`src/shared/vic_pkg.sv`:
```
// How it works
// up to 32 level-sensitive request inputs
// implemented input count is parameter; rest silent
// output stream is valid plus 45-bit word
// output always valid, no back-pressure accepted
// word: address 44:13, set 12:7, flag 6, level 5:0
// optional chain input, same word format
// register port with fixed read and write timing
// pending from request pin or software trigger
// largest programmed level wins
// level tie goes to lowest index
// per-input level; zero level never wins
// level width is a build parameter
// per-input register set forwarded with winner
// per-input nonmaskable flag forwarded with winner
// address is index times spacing plus base
// single clock, all state reset
// chain input arbitrates; winning chain passes unchanged
// disabled inputs never considered by arbitration
// no request drives zero level out
package vic_pkg;

  localparam int MAX_IRQ     = 32;
  localparam int IDX_W       = 5;
  localparam int WORD_W      = 45;
  localparam int FIELD_W     = 6;
  localparam int CFG_W       = 13;
  localparam int DATA_W      = 32;
  localparam int ADDR_W      = 8;

  // stream word and config word share the low field layout
  localparam int HA_LSB      = 13;
  localparam int RS_LSB      = 7;
  localparam int NMI_BIT     = 6;
  localparam int LVL_LSB     = 0;

  // register indices; byte address is four times the index
  localparam int IDX_CONFIG0 = 0;
  localparam int IDX_ENABLE  = 32;
  localparam int IDX_EN_SET  = 33;
  localparam int IDX_EN_CLR  = 34;
  localparam int IDX_PENDING = 35;
  localparam int IDX_SW_TRIG = 36;
  localparam int IDX_VBASE   = 37;
  localparam int IDX_SPACING = 38;
  localparam int IDX_STATUS  = 39;

  localparam logic [DATA_W-1:0] RST_WORD    = 32'h0000_0000;
  localparam logic [DATA_W-1:0] RST_SPACING = 32'h0000_0000;
  localparam logic [CFG_W-1:0]  RST_CFG     = 13'h0000;
  localparam logic [WORD_W-1:0] RST_STREAM  = 45'h0000_0000_0000;

  localparam logic [1:0] RESP_OKAY   = 2'h0;
  localparam logic [1:0] RESP_SLVERR = 2'h2;

  function automatic logic [5:0] reg_index(input logic [ADDR_W-1:0] addr);
    return addr[ADDR_W-1:2];
  endfunction

endpackage

```
`src/shared/arb_if.sv`:
```
interface arb_if #(
  parameter int NUM_IRQ = 32,
  parameter int LEVEL_W = 6
);
  logic [NUM_IRQ-1:0]         req;
  logic [NUM_IRQ*LEVEL_W-1:0] levels;
  logic [vic_pkg::IDX_W-1:0]  win_idx;
  logic [LEVEL_W-1:0]         win_lvl;

  modport ctrl (output req, output levels, input win_idx, input win_lvl);
  modport arb  (input req, input levels, output win_idx, output win_lvl);
endinterface

```
`src/vic_arbiter.sv`:
```
module vic_arbiter #(
  parameter int NUM_IRQ = 32,
  parameter int LEVEL_W = 6
) (
  arb_if.arb bus
);

  function automatic logic [LEVEL_W-1:0] level_of(input int i);
    return bus.levels[i*LEVEL_W +: LEVEL_W];
  endfunction

  function automatic logic [vic_pkg::IDX_W-1:0] idx_cast(input int i);
    return i[vic_pkg::IDX_W-1:0];
  endfunction

  // descending scan with >= leaves the lowest index on a tie
  always_comb begin
    bus.win_idx = '0;
    bus.win_lvl = '0;
    for (int i = NUM_IRQ - 1; i >= 0; i--) begin
      if (bus.req[i] && level_of(i) != '0 && level_of(i) >= bus.win_lvl) begin
        bus.win_idx = idx_cast(i);
        bus.win_lvl = level_of(i);
      end
    end
  end

endmodule

```
`src/vector_int_ctrl.sv`:
```
module vector_int_ctrl #(
  parameter int NUM_IRQ  = 32,
  parameter int LEVEL_W  = 6,
  parameter bit CHAIN_EN = 1'b0
) (
  // clock and reset
  input  wire logic                         SYS_CLK_I,
  input  wire logic                         RST_I,
  // interrupt request pins
  input  wire logic [vic_pkg::MAX_IRQ-1:0]  IRQ_I,
  // chain input from the upstream controller
  input  wire logic                         CHAIN_VALID_I,
  input  wire logic [vic_pkg::WORD_W-1:0]   CHAIN_DATA_I,
  // stream output to the processor or next controller
  output logic                              OUT_VALID_O,
  output logic [vic_pkg::WORD_W-1:0]        OUT_DATA_O,
  // axi4-lite write address
  input  wire logic                         AWVALID_I,
  output logic                              AWREADY_O,
  input  wire logic [vic_pkg::ADDR_W-1:0]   AWADDR_I,
  input  wire logic [2:0]                   AWPROT_I,
  // axi4-lite write data
  input  wire logic                         WVALID_I,
  output logic                              WREADY_O,
  input  wire logic [vic_pkg::DATA_W-1:0]   WDATA_I,
  input  wire logic [3:0]                   WSTRB_I,
  // axi4-lite write response
  output logic                              BVALID_O,
  input  wire logic                         BREADY_I,
  output logic [1:0]                        BRESP_O,
  // axi4-lite read address
  input  wire logic                         ARVALID_I,
  output logic                              ARREADY_O,
  input  wire logic [vic_pkg::ADDR_W-1:0]   ARADDR_I,
  input  wire logic [2:0]                   ARPROT_I,
  // axi4-lite read data
  output logic                              RVALID_O,
  input  wire logic                         RREADY_I,
  output logic [vic_pkg::DATA_W-1:0]        RDATA_O,
  output logic [1:0]                        RRESP_O
);

  localparam int MAXN = vic_pkg::MAX_IRQ;

  // configuration state
  logic [MAXN-1:0][vic_pkg::CFG_W-1:0] cfg;
  logic [MAXN-1:0]                     enable;
  logic [MAXN-1:0]                     sw_trig;
  logic [vic_pkg::DATA_W-1:0]          vec_base;
  logic [vic_pkg::DATA_W-1:0]          spacing;

  // request path
  logic [MAXN-1:0]                     irq_meta;
  logic [MAXN-1:0]                     irq_sync;
  logic [MAXN-1:0]                     pending;
  logic                                chain_wins;
  logic [LEVEL_W-1:0]                  chain_lvl;
  logic [vic_pkg::DATA_W-1:0]          handler_address;
  logic [vic_pkg::WORD_W-1:0]          next_word;

  // bus slave state
  logic                                aw_held;
  logic [vic_pkg::ADDR_W-1:0]          aw_addr;
  logic                                w_held;
  logic [vic_pkg::DATA_W-1:0]          w_data;
  logic                                do_write;
  logic [5:0]                          wr_idx;
  logic [5:0]                          rd_idx;

  arb_if #(.NUM_IRQ(NUM_IRQ), .LEVEL_W(LEVEL_W)) arb_bus ();

  vic_arbiter #(
    .NUM_IRQ (NUM_IRQ),
    .LEVEL_W (LEVEL_W)
  ) u_arbiter (
    .bus (arb_bus.arb)
  );

  // inputs past NUM_IRQ are never implemented
  function automatic logic [MAXN-1:0] impl_mask();
    logic [MAXN-1:0] m;
    m = '0;
    for (int i = 0; i < NUM_IRQ; i++) begin
      m[i] = 1'b1;
    end
    return m;
  endfunction

  // level bits beyond LEVEL_W are kept at zero so reads show what arbitration sees
  function automatic logic [vic_pkg::CFG_W-1:0] clean_cfg(input logic [vic_pkg::DATA_W-1:0] d);
    logic [vic_pkg::CFG_W-1:0] c;
    c = d[vic_pkg::CFG_W-1:0];
    for (int b = LEVEL_W; b < vic_pkg::FIELD_W; b++) begin
      c[vic_pkg::LVL_LSB + b] = 1'b0;
    end
    return c;
  endfunction

  function automatic logic mapped(input logic [5:0] idx);
    return (idx <= 6'(vic_pkg::IDX_STATUS));
  endfunction

  // the only asynchronous inputs are the request pins
  always_ff @(posedge SYS_CLK_I or posedge RST_I) begin
    if (RST_I) begin
      irq_meta <= '0;
      irq_sync <= '0;
    end else begin
      irq_meta <= IRQ_I;
      irq_sync <= irq_meta;
    end
  end

  // level sensitive: pending follows the source, nothing is latched
  always_ff @(posedge SYS_CLK_I or posedge RST_I) begin
    if (RST_I) begin
      pending <= '0;
    end else begin
      pending <= (irq_sync | sw_trig) & enable & impl_mask();
    end
  end

  always_comb begin
    arb_bus.req    = pending[NUM_IRQ-1:0];
    arb_bus.levels = '0;
    for (int i = 0; i < NUM_IRQ; i++) begin
      arb_bus.levels[i*LEVEL_W +: LEVEL_W] = cfg[i][vic_pkg::LVL_LSB +: LEVEL_W];
    end
  end

  // wider upstream levels are cut to the local width
  assign chain_lvl  = CHAIN_DATA_I[vic_pkg::LVL_LSB +: LEVEL_W];
  // local request keeps a level tie against the chain
  assign chain_wins = CHAIN_EN && CHAIN_VALID_I && (chain_lvl > arb_bus.win_lvl);

  assign handler_address = vic_pkg::DATA_W'(32'(arb_bus.win_idx) * spacing) + vec_base;

  always_comb begin
    next_word = vic_pkg::RST_STREAM;
    if (chain_wins) begin
      next_word = CHAIN_DATA_I;
    end else if (arb_bus.win_lvl != '0) begin
      next_word[vic_pkg::HA_LSB +: vic_pkg::DATA_W] = handler_address;
      next_word[vic_pkg::RS_LSB +: vic_pkg::FIELD_W] =
        cfg[arb_bus.win_idx][vic_pkg::RS_LSB +: vic_pkg::FIELD_W];
      next_word[vic_pkg::NMI_BIT] = cfg[arb_bus.win_idx][vic_pkg::NMI_BIT];
      next_word[vic_pkg::LVL_LSB +: LEVEL_W] = arb_bus.win_lvl;
    end
  end

  // the stream has no ready; the word is refreshed every cycle
  always_ff @(posedge SYS_CLK_I or posedge RST_I) begin
    if (RST_I) begin
      OUT_VALID_O <= 1'b0;
      OUT_DATA_O  <= vic_pkg::RST_STREAM;
    end else begin
      OUT_VALID_O <= 1'b1;
      OUT_DATA_O  <= next_word;
    end
  end

  // write address and data are taken independently and joined here
  assign do_write = aw_held && w_held && !BVALID_O;
  assign wr_idx   = vic_pkg::reg_index(aw_addr);
  assign rd_idx   = vic_pkg::reg_index(ARADDR_I);

  always_ff @(posedge SYS_CLK_I or posedge RST_I) begin
    if (RST_I) begin
      aw_held   <= 1'b0;
      aw_addr   <= '0;
      AWREADY_O <= 1'b1;
    end else if (AWVALID_I && AWREADY_O) begin
      aw_held   <= 1'b1;
      aw_addr   <= AWADDR_I;
      AWREADY_O <= 1'b0;
    end else if (do_write) begin
      aw_held   <= 1'b0;
      AWREADY_O <= 1'b1;
    end
  end

  always_ff @(posedge SYS_CLK_I or posedge RST_I) begin
    if (RST_I) begin
      w_held   <= 1'b0;
      w_data   <= vic_pkg::RST_WORD;
      WREADY_O <= 1'b1;
    end else if (WVALID_I && WREADY_O) begin
      w_held   <= 1'b1;
      w_data   <= WDATA_I;
      WREADY_O <= 1'b0;
    end else if (do_write) begin
      w_held   <= 1'b0;
      WREADY_O <= 1'b1;
    end
  end

  always_ff @(posedge SYS_CLK_I or posedge RST_I) begin
    if (RST_I) begin
      BVALID_O <= 1'b0;
      BRESP_O  <= vic_pkg::RESP_OKAY;
    end else if (do_write) begin
      BVALID_O <= 1'b1;
      BRESP_O  <= mapped(wr_idx) ? vic_pkg::RESP_OKAY : vic_pkg::RESP_SLVERR;
    end else if (BVALID_O && BREADY_I) begin
      BVALID_O <= 1'b0;
    end
  end

  // per-input configuration; unimplemented slots ignore writes
  always_ff @(posedge SYS_CLK_I or posedge RST_I) begin
    if (RST_I) begin
      for (int i = 0; i < MAXN; i++) begin
        cfg[i] <= vic_pkg::RST_CFG;
      end
    end else if (do_write && wr_idx < 6'(vic_pkg::IDX_CONFIG0 + NUM_IRQ)) begin
      cfg[wr_idx[vic_pkg::IDX_W-1:0]] <= clean_cfg(w_data);
    end
  end

  // enable has a direct, a set and a clear view
  always_ff @(posedge SYS_CLK_I or posedge RST_I) begin
    if (RST_I) begin
      enable <= vic_pkg::RST_WORD;
    end else if (do_write) begin
      unique case (wr_idx)
        6'(vic_pkg::IDX_ENABLE): begin
          enable <= w_data & impl_mask();
        end
        6'(vic_pkg::IDX_EN_SET): begin
          enable <= enable | (w_data & impl_mask());
        end
        6'(vic_pkg::IDX_EN_CLR): begin
          enable <= enable & ~w_data;
        end
        default: begin
          enable <= enable;
        end
      endcase
    end
  end

  always_ff @(posedge SYS_CLK_I or posedge RST_I) begin
    if (RST_I) begin
      sw_trig <= vic_pkg::RST_WORD;
    end else if (do_write && wr_idx == 6'(vic_pkg::IDX_SW_TRIG)) begin
      sw_trig <= w_data & impl_mask();
    end
  end

  always_ff @(posedge SYS_CLK_I or posedge RST_I) begin
    if (RST_I) begin
      vec_base <= vic_pkg::RST_WORD;
      spacing  <= vic_pkg::RST_SPACING;
    end else if (do_write) begin
      if (wr_idx == 6'(vic_pkg::IDX_VBASE)) begin
        vec_base <= w_data;
      end
      if (wr_idx == 6'(vic_pkg::IDX_SPACING)) begin
        spacing <= w_data;
      end
    end
  end

  function automatic logic [vic_pkg::DATA_W-1:0] read_value(input logic [5:0] idx);
    logic [vic_pkg::DATA_W-1:0] v;
    v = vic_pkg::RST_WORD;
    if (idx < 6'(vic_pkg::IDX_CONFIG0 + NUM_IRQ)) begin
      v[vic_pkg::CFG_W-1:0] = cfg[idx[vic_pkg::IDX_W-1:0]];
    end else if (idx == 6'(vic_pkg::IDX_ENABLE)) begin
      v = enable;
    end else if (idx == 6'(vic_pkg::IDX_PENDING)) begin
      v = pending;
    end else if (idx == 6'(vic_pkg::IDX_SW_TRIG)) begin
      v = sw_trig;
    end else if (idx == 6'(vic_pkg::IDX_VBASE)) begin
      v = vec_base;
    end else if (idx == 6'(vic_pkg::IDX_SPACING)) begin
      v = spacing;
    end else if (idx == 6'(vic_pkg::IDX_STATUS)) begin
      // low word of the stream: level, flag, set, plus chain winner in bit 31
      v[vic_pkg::HA_LSB-1:0] = OUT_DATA_O[vic_pkg::HA_LSB-1:0];
      v[vic_pkg::DATA_W-1]   = chain_wins;
    end
    return v;
  endfunction

  // one read at a time: the address channel closes until the data is taken
  always_ff @(posedge SYS_CLK_I or posedge RST_I) begin
    if (RST_I) begin
      ARREADY_O <= 1'b1;
      RVALID_O  <= 1'b0;
      RDATA_O   <= vic_pkg::RST_WORD;
      RRESP_O   <= vic_pkg::RESP_OKAY;
    end else if (ARVALID_I && ARREADY_O) begin
      ARREADY_O <= 1'b0;
      RVALID_O  <= 1'b1;
      RDATA_O   <= read_value(rd_idx);
      RRESP_O   <= mapped(rd_idx) ? vic_pkg::RESP_OKAY : vic_pkg::RESP_SLVERR;
    end else if (RVALID_O && RREADY_I) begin
      ARREADY_O <= 1'b1;
      RVALID_O  <= 1'b0;
    end
  end

endmodule

```
`config.mk`:
```
export PLATFORM = sky130hd
export DESIGN_NAME = vector_int_ctrl
export DESIGN_NICKNAME = d
export VERILOG_FILES = /design/src/shared/vic_pkg.sv /design/src/shared/arb_if.sv /design/src/vic_arbiter.sv /design/src/vector_int_ctrl.sv
export SDC_FILE = /design/constraint.sdc
export NUM_CORES = 2
export LEC_CHECK = 0
export BUFFER_PORTS_ARGS = -buffer_cell sky130_fd_sc_hd__buf_2
export CORE_MARGIN = 5
export CORE_UTILIZATION = 44
export DETAILED_ROUTE_END_ITERATION = 12
export PLACE_DENSITY = 0.63
export SLEW_MARGIN = 20
export SYNTH_ARGS = -nofsm -noshare
export SYNTH_HDL_FRONTEND = slang
export SYNTH_SLANG_ARGS = --single-unit
```
`constraint.sdc`:
```
create_clock -name SYS_CLK_I -period 91.3 [get_ports SYS_CLK_I]
set_clock_uncertainty 0.1 [all_clocks]
set_input_delay 9.13 -clock SYS_CLK_I [delete_from_list [all_inputs] [get_ports SYS_CLK_I]]
set_output_delay 9.13 -clock SYS_CLK_I [all_outputs]
set_load 0.01 [all_outputs]
```
==> impl_metrics.tcl <==
set metrics [dict create \
    r2r_end "OUT_DATA_O[44]$_DFF_PP0_" \
    die_area_mm2 0.1154 \
    max_cap_violations 0 \
    hold-path-endpoint "irq_sync[27]$_DFF_PP0_" \
    synthArstFlopShare_pct 100.0 \
    routabilityCongestion 0.8965 \
    cts-htree-levels 3 \
    area_growth_pct 11.40 \
    pwr-share-seq_pct 30.2 \
    drt-initial-drc-count 2772 \
    yosysUniqueCellTypes 110 \
    layout-drive-gt1-share_pct 27.33 \
    dr_total_vias 35090 \
    crit_slowest_cell "o31ai_2" \
    syn_area_mm2 0.04784 \
    synth_edf_count 0 \
    drc 0 \
    clk_pin_slew_ns 0.06 \
    cts_resized 0 \
    wirelength_um 143000 \
    timing.slew.headroom_pct 20.63 \
    core-area_mm2 0.1084 \
    crit_type "reg2reg" \
    cts_tree "yes" \
    ys_seq_area_share_pct 40.02 \
    ys_ff_latch 765 \
    arrival_ns 74.46 \
    synth_xor_area_share_pct 0.6774 \
    grt_pass1_vias 34960 \
    antenna_found_initial 7 \
    slew_viol_final 0 \
    start_util_pct 44.13 \
    p_sw_share_pct 43.66 \
    hpwl_um 100900 \
    final_cell_count_no_fill 5840 \
    worstRegToRegCells 329 \
    ant_nets 0 \
    p_leak_nw 25.25 \
    p_switching_mw 0.7392 \
    synth_simple_gate_area_share_pct 9.159 \
    r2r_slack_ns 17.29 \
    cts_setup_buffers 0 \
    synth-main-ff-cell "dfrtp_1" \
    vias_per_cell 6.008 \
    die_h_um 339.7 \
    io_buffers 167 \
    cell_internal_pwr_mw 0.9541 \
    p_total_mw 1.693 \
    critPathMaxFanout 28 \
    comb_power_share_pct 48.1 \
    rsz0062_at_grt "no" \
    outcome "finished, final reports clean" \
    critPathRequiredTime_ns 91.75 \
    grt_max_degree 128 \
    min-delay-start "irq_meta[27]$_DFF_PP0_" \
    startpoint_type "flip-flop" \
    gr-total-overflow 0 \
    post-synth-top-count-cell "dfrtp_1" \
    seq_area_mm2 0.01915 \
    synth.top_cell.area_share_pct 39.86 \
    avgRoutedWirePerCell_um 24.49 \
    finalHoldViolCount 0 \
    final_nets 4773 \
    cts_buffers 88 \
    period_minus_slack_ns 74.01 \
    holdBufCountCts 0 \
    synthTopCellsByCount "dfrtp_1 (762), mux2_2 (591), nand2_1 (277), inv_1 (269), nor2_1 (214)" \
    cts_root_buf "clkbuf_16" \
    dr.pass1.iters 7 \
    cts_buffer_depth 3 \
    synth_top_family_by_area "multiplexers" \
    synth_top_area_cell "dfrtp_1" \
    clkLatencyLatePin_ns 0.68 \
    r2r_start "arb_bus.req[31]$_DFF_PP0_" \
    ioPinCount 230 \
    max-vdd-ir-drop_uv 44.81 \
    p_per_area_mw_per_mm2 31.77 \
    fmax_ghz 0.01351 \
    dp.cells 5673 \
    synth_mux_area_share_pct 24.20 \
    synth_compound_area_share_pct 12.47 \
    endpoint_kind "flip-flop" \
    synthAdderAreaFrac_pct 9.363 \
    postSynthCellCount 4265 \
    grt.total_usage_pct 24.33 \
    yosysWarnings 0 \
    min_path_type "reg2reg" \
    fin_crit_sh_pct 81.06 \
    worstMarginPinSlew_ns 1.187 \
    pre_cts_ws_ns 17.50 \
    grt_pass1_wl_um 218200 \
    min_path_cells 0 \
    cts.sinks 765 \
    crit_path_frequent_cell "a21oi_1" \
    slowest_delay_ns 0.82 \
    clockPowerShare_pct 21.8 \
    setup_ws_ns 17.29 \
    multiInputGateArea_mm2 0.02693 \
    tns_ns 0 \
    dieWidth_um 339.7 \
    final-setup-viol-count 0 \
    avgSynthCellArea_um2 11.22 \
    synth_area_leaders "dfrtp_1 (40%), mux2_2 (14%), mux4_2 (6.7%)" \
    num_rows 121 \
    fill_cells 9751 \
]
how the worst max path moves through the flow:
stage                               from                        to  slack, ns  cells after the start
6_report       arb_bus.req[31]$_DFF_PP0_  OUT_DATA_O[44]$_DFF_PP0_      17.29                    329
4_1_cts        arb_bus.req[31]$_DFF_PP0_  OUT_DATA_O[44]$_DFF_PP0_      17.11                    332
5_1_grt        arb_bus.req[31]$_DFF_PP0_  OUT_DATA_O[44]$_DFF_PP0_      11.89                    331
3_3_place_gp   arb_bus.req[31]$_DFF_PP0_  OUT_DATA_O[44]$_DFF_PP0_      18.26                    330
2_1_floorplan  arb_bus.req[31]$_DFF_PP0_  OUT_DATA_O[44]$_DFF_PP0_      26.88                    346
3_5_place_dp   arb_bus.req[31]$_DFF_PP0_  OUT_DATA_O[44]$_DFF_PP0_      17.50                    332
layout make-up:
| type | count | share of cell area, % |
|---|---|---|
| repair buffers | 229 | 2.569 |
| clock inverters | 36 | 0.9133 |
| multi-input cells | 2997 | 50.54 |
| clock buffers | 126 | 4.797 |
| diodes | 2 | 0.009391 |
| flip-flops and latches | 765 | 35.93 |
| inverters | 271 | 1.923 |
| well taps | 1414 | 3.320 |
through the flow:
| stage | hold slack (ns) | util, % | area, µm² |
|---|---|---|---|
| after floorplan | 0.2312 | - | 47840 |
| after global placement | 0.2338 | 46.27 | 50160 |
| after detailed placement | 0.2347 | 46.27 | 50160 |
| after CTS | 0.2477 | 49.08 | 53200 |
| after global routing | 0.2555 | 49.16 | 53290 |
| final | 0.2450 | 49.16 | 53290 |
logic make-up (layout without fill, tap and decap cells):
group / after synthesis / after routing
fa+ha+maj: 293 / 293
simple gates: 895 / 895
mux: 903 / 903
flops: 765 / 765
other cells: 2 / 5
buf+inv: 504 / 662
xor+xnor: 37 / 37
compound gates: 866 / 866
state kept, by name, summed over array words and instances (netlist names), 6 cells and up:
signal and flops:
cfg 224, arb_bus.levels 192, OUT_DATA_O 45, RDATA_O 32, arb_bus.req 32, enable 32
irq_meta 32, irq_sync 32, spacing 32, sw_trig 32, vec_base 32, w_data 32
aw_addr 6
per-layer routing:
metal / GRT usage [%] / vias to the layer above / routed length, µm
li1: - / 15680 / -
met1: 33.22 / 18020 / 61540
met2: 39.37 / 1144 / 66450
met3: 4.192 / 246 / 9246
met4: 8.600 / 2 / 5766
met5: 0 / - / 13
placed cells by master, fill, tap and decap left out, drive strengths merged, types with 24 or more instances in the layout:
cell / netlist / routed
dfrtp: 762 / 762
mux2: 594 / 594
nand2: 277 / 277
inv: 270 / 272
o21ai: 228 / 228
nor2: 227 / 227
buf: 73 / 227
a21oi: 176 / 176
mux2i: 166 / 166
ha: 165 / 165
mux4: 143 / 143
clkbuf: 160 / 128
fa: 113 / 113
and2: 111 / 111
o21a: 59 / 59
a21o: 51 / 51
nand2b: 50 / 50
nor2b: 40 / 40
nor3: 40 / 40
nand3: 37 / 37
a22o: 37 / 37
xnor2: 34 / 34
a31oi: 28 / 28
or4: 25 / 25
o31ai: 25 / 25
o31a: 24 / 24
power by group through the flow:
stage          Sequential (mW)  Combinational (mW)  Clock, mW
2_1_floorplan            0.475               0.588          0
3_3_place_gp             0.511               0.785          0
3_5_place_dp             0.514               0.796          0
4_1_cts                  0.509               0.801      0.376
5_1_grt                  0.521               0.873      0.390
6_report                 0.511               0.814      0.369
critical path, delay by kind of cell (launching register included):
| family | cells | cell delay (ns) |
|---|---|---|
| adders and majority gates | 46 | 13.41 |
| xor gates and xnor gates | 4 | 0.75 |
| muxes | 22 | 7.84 |
| buffers and inverters | 16 | 1.89 |
| and+or+nand+nor | 85 | 16.43 |
| AOI/OAI and AO/OA | 156 | 32.87 |
| DFF | 1 | 0.52 |
(Power assumes the default switching activity.)
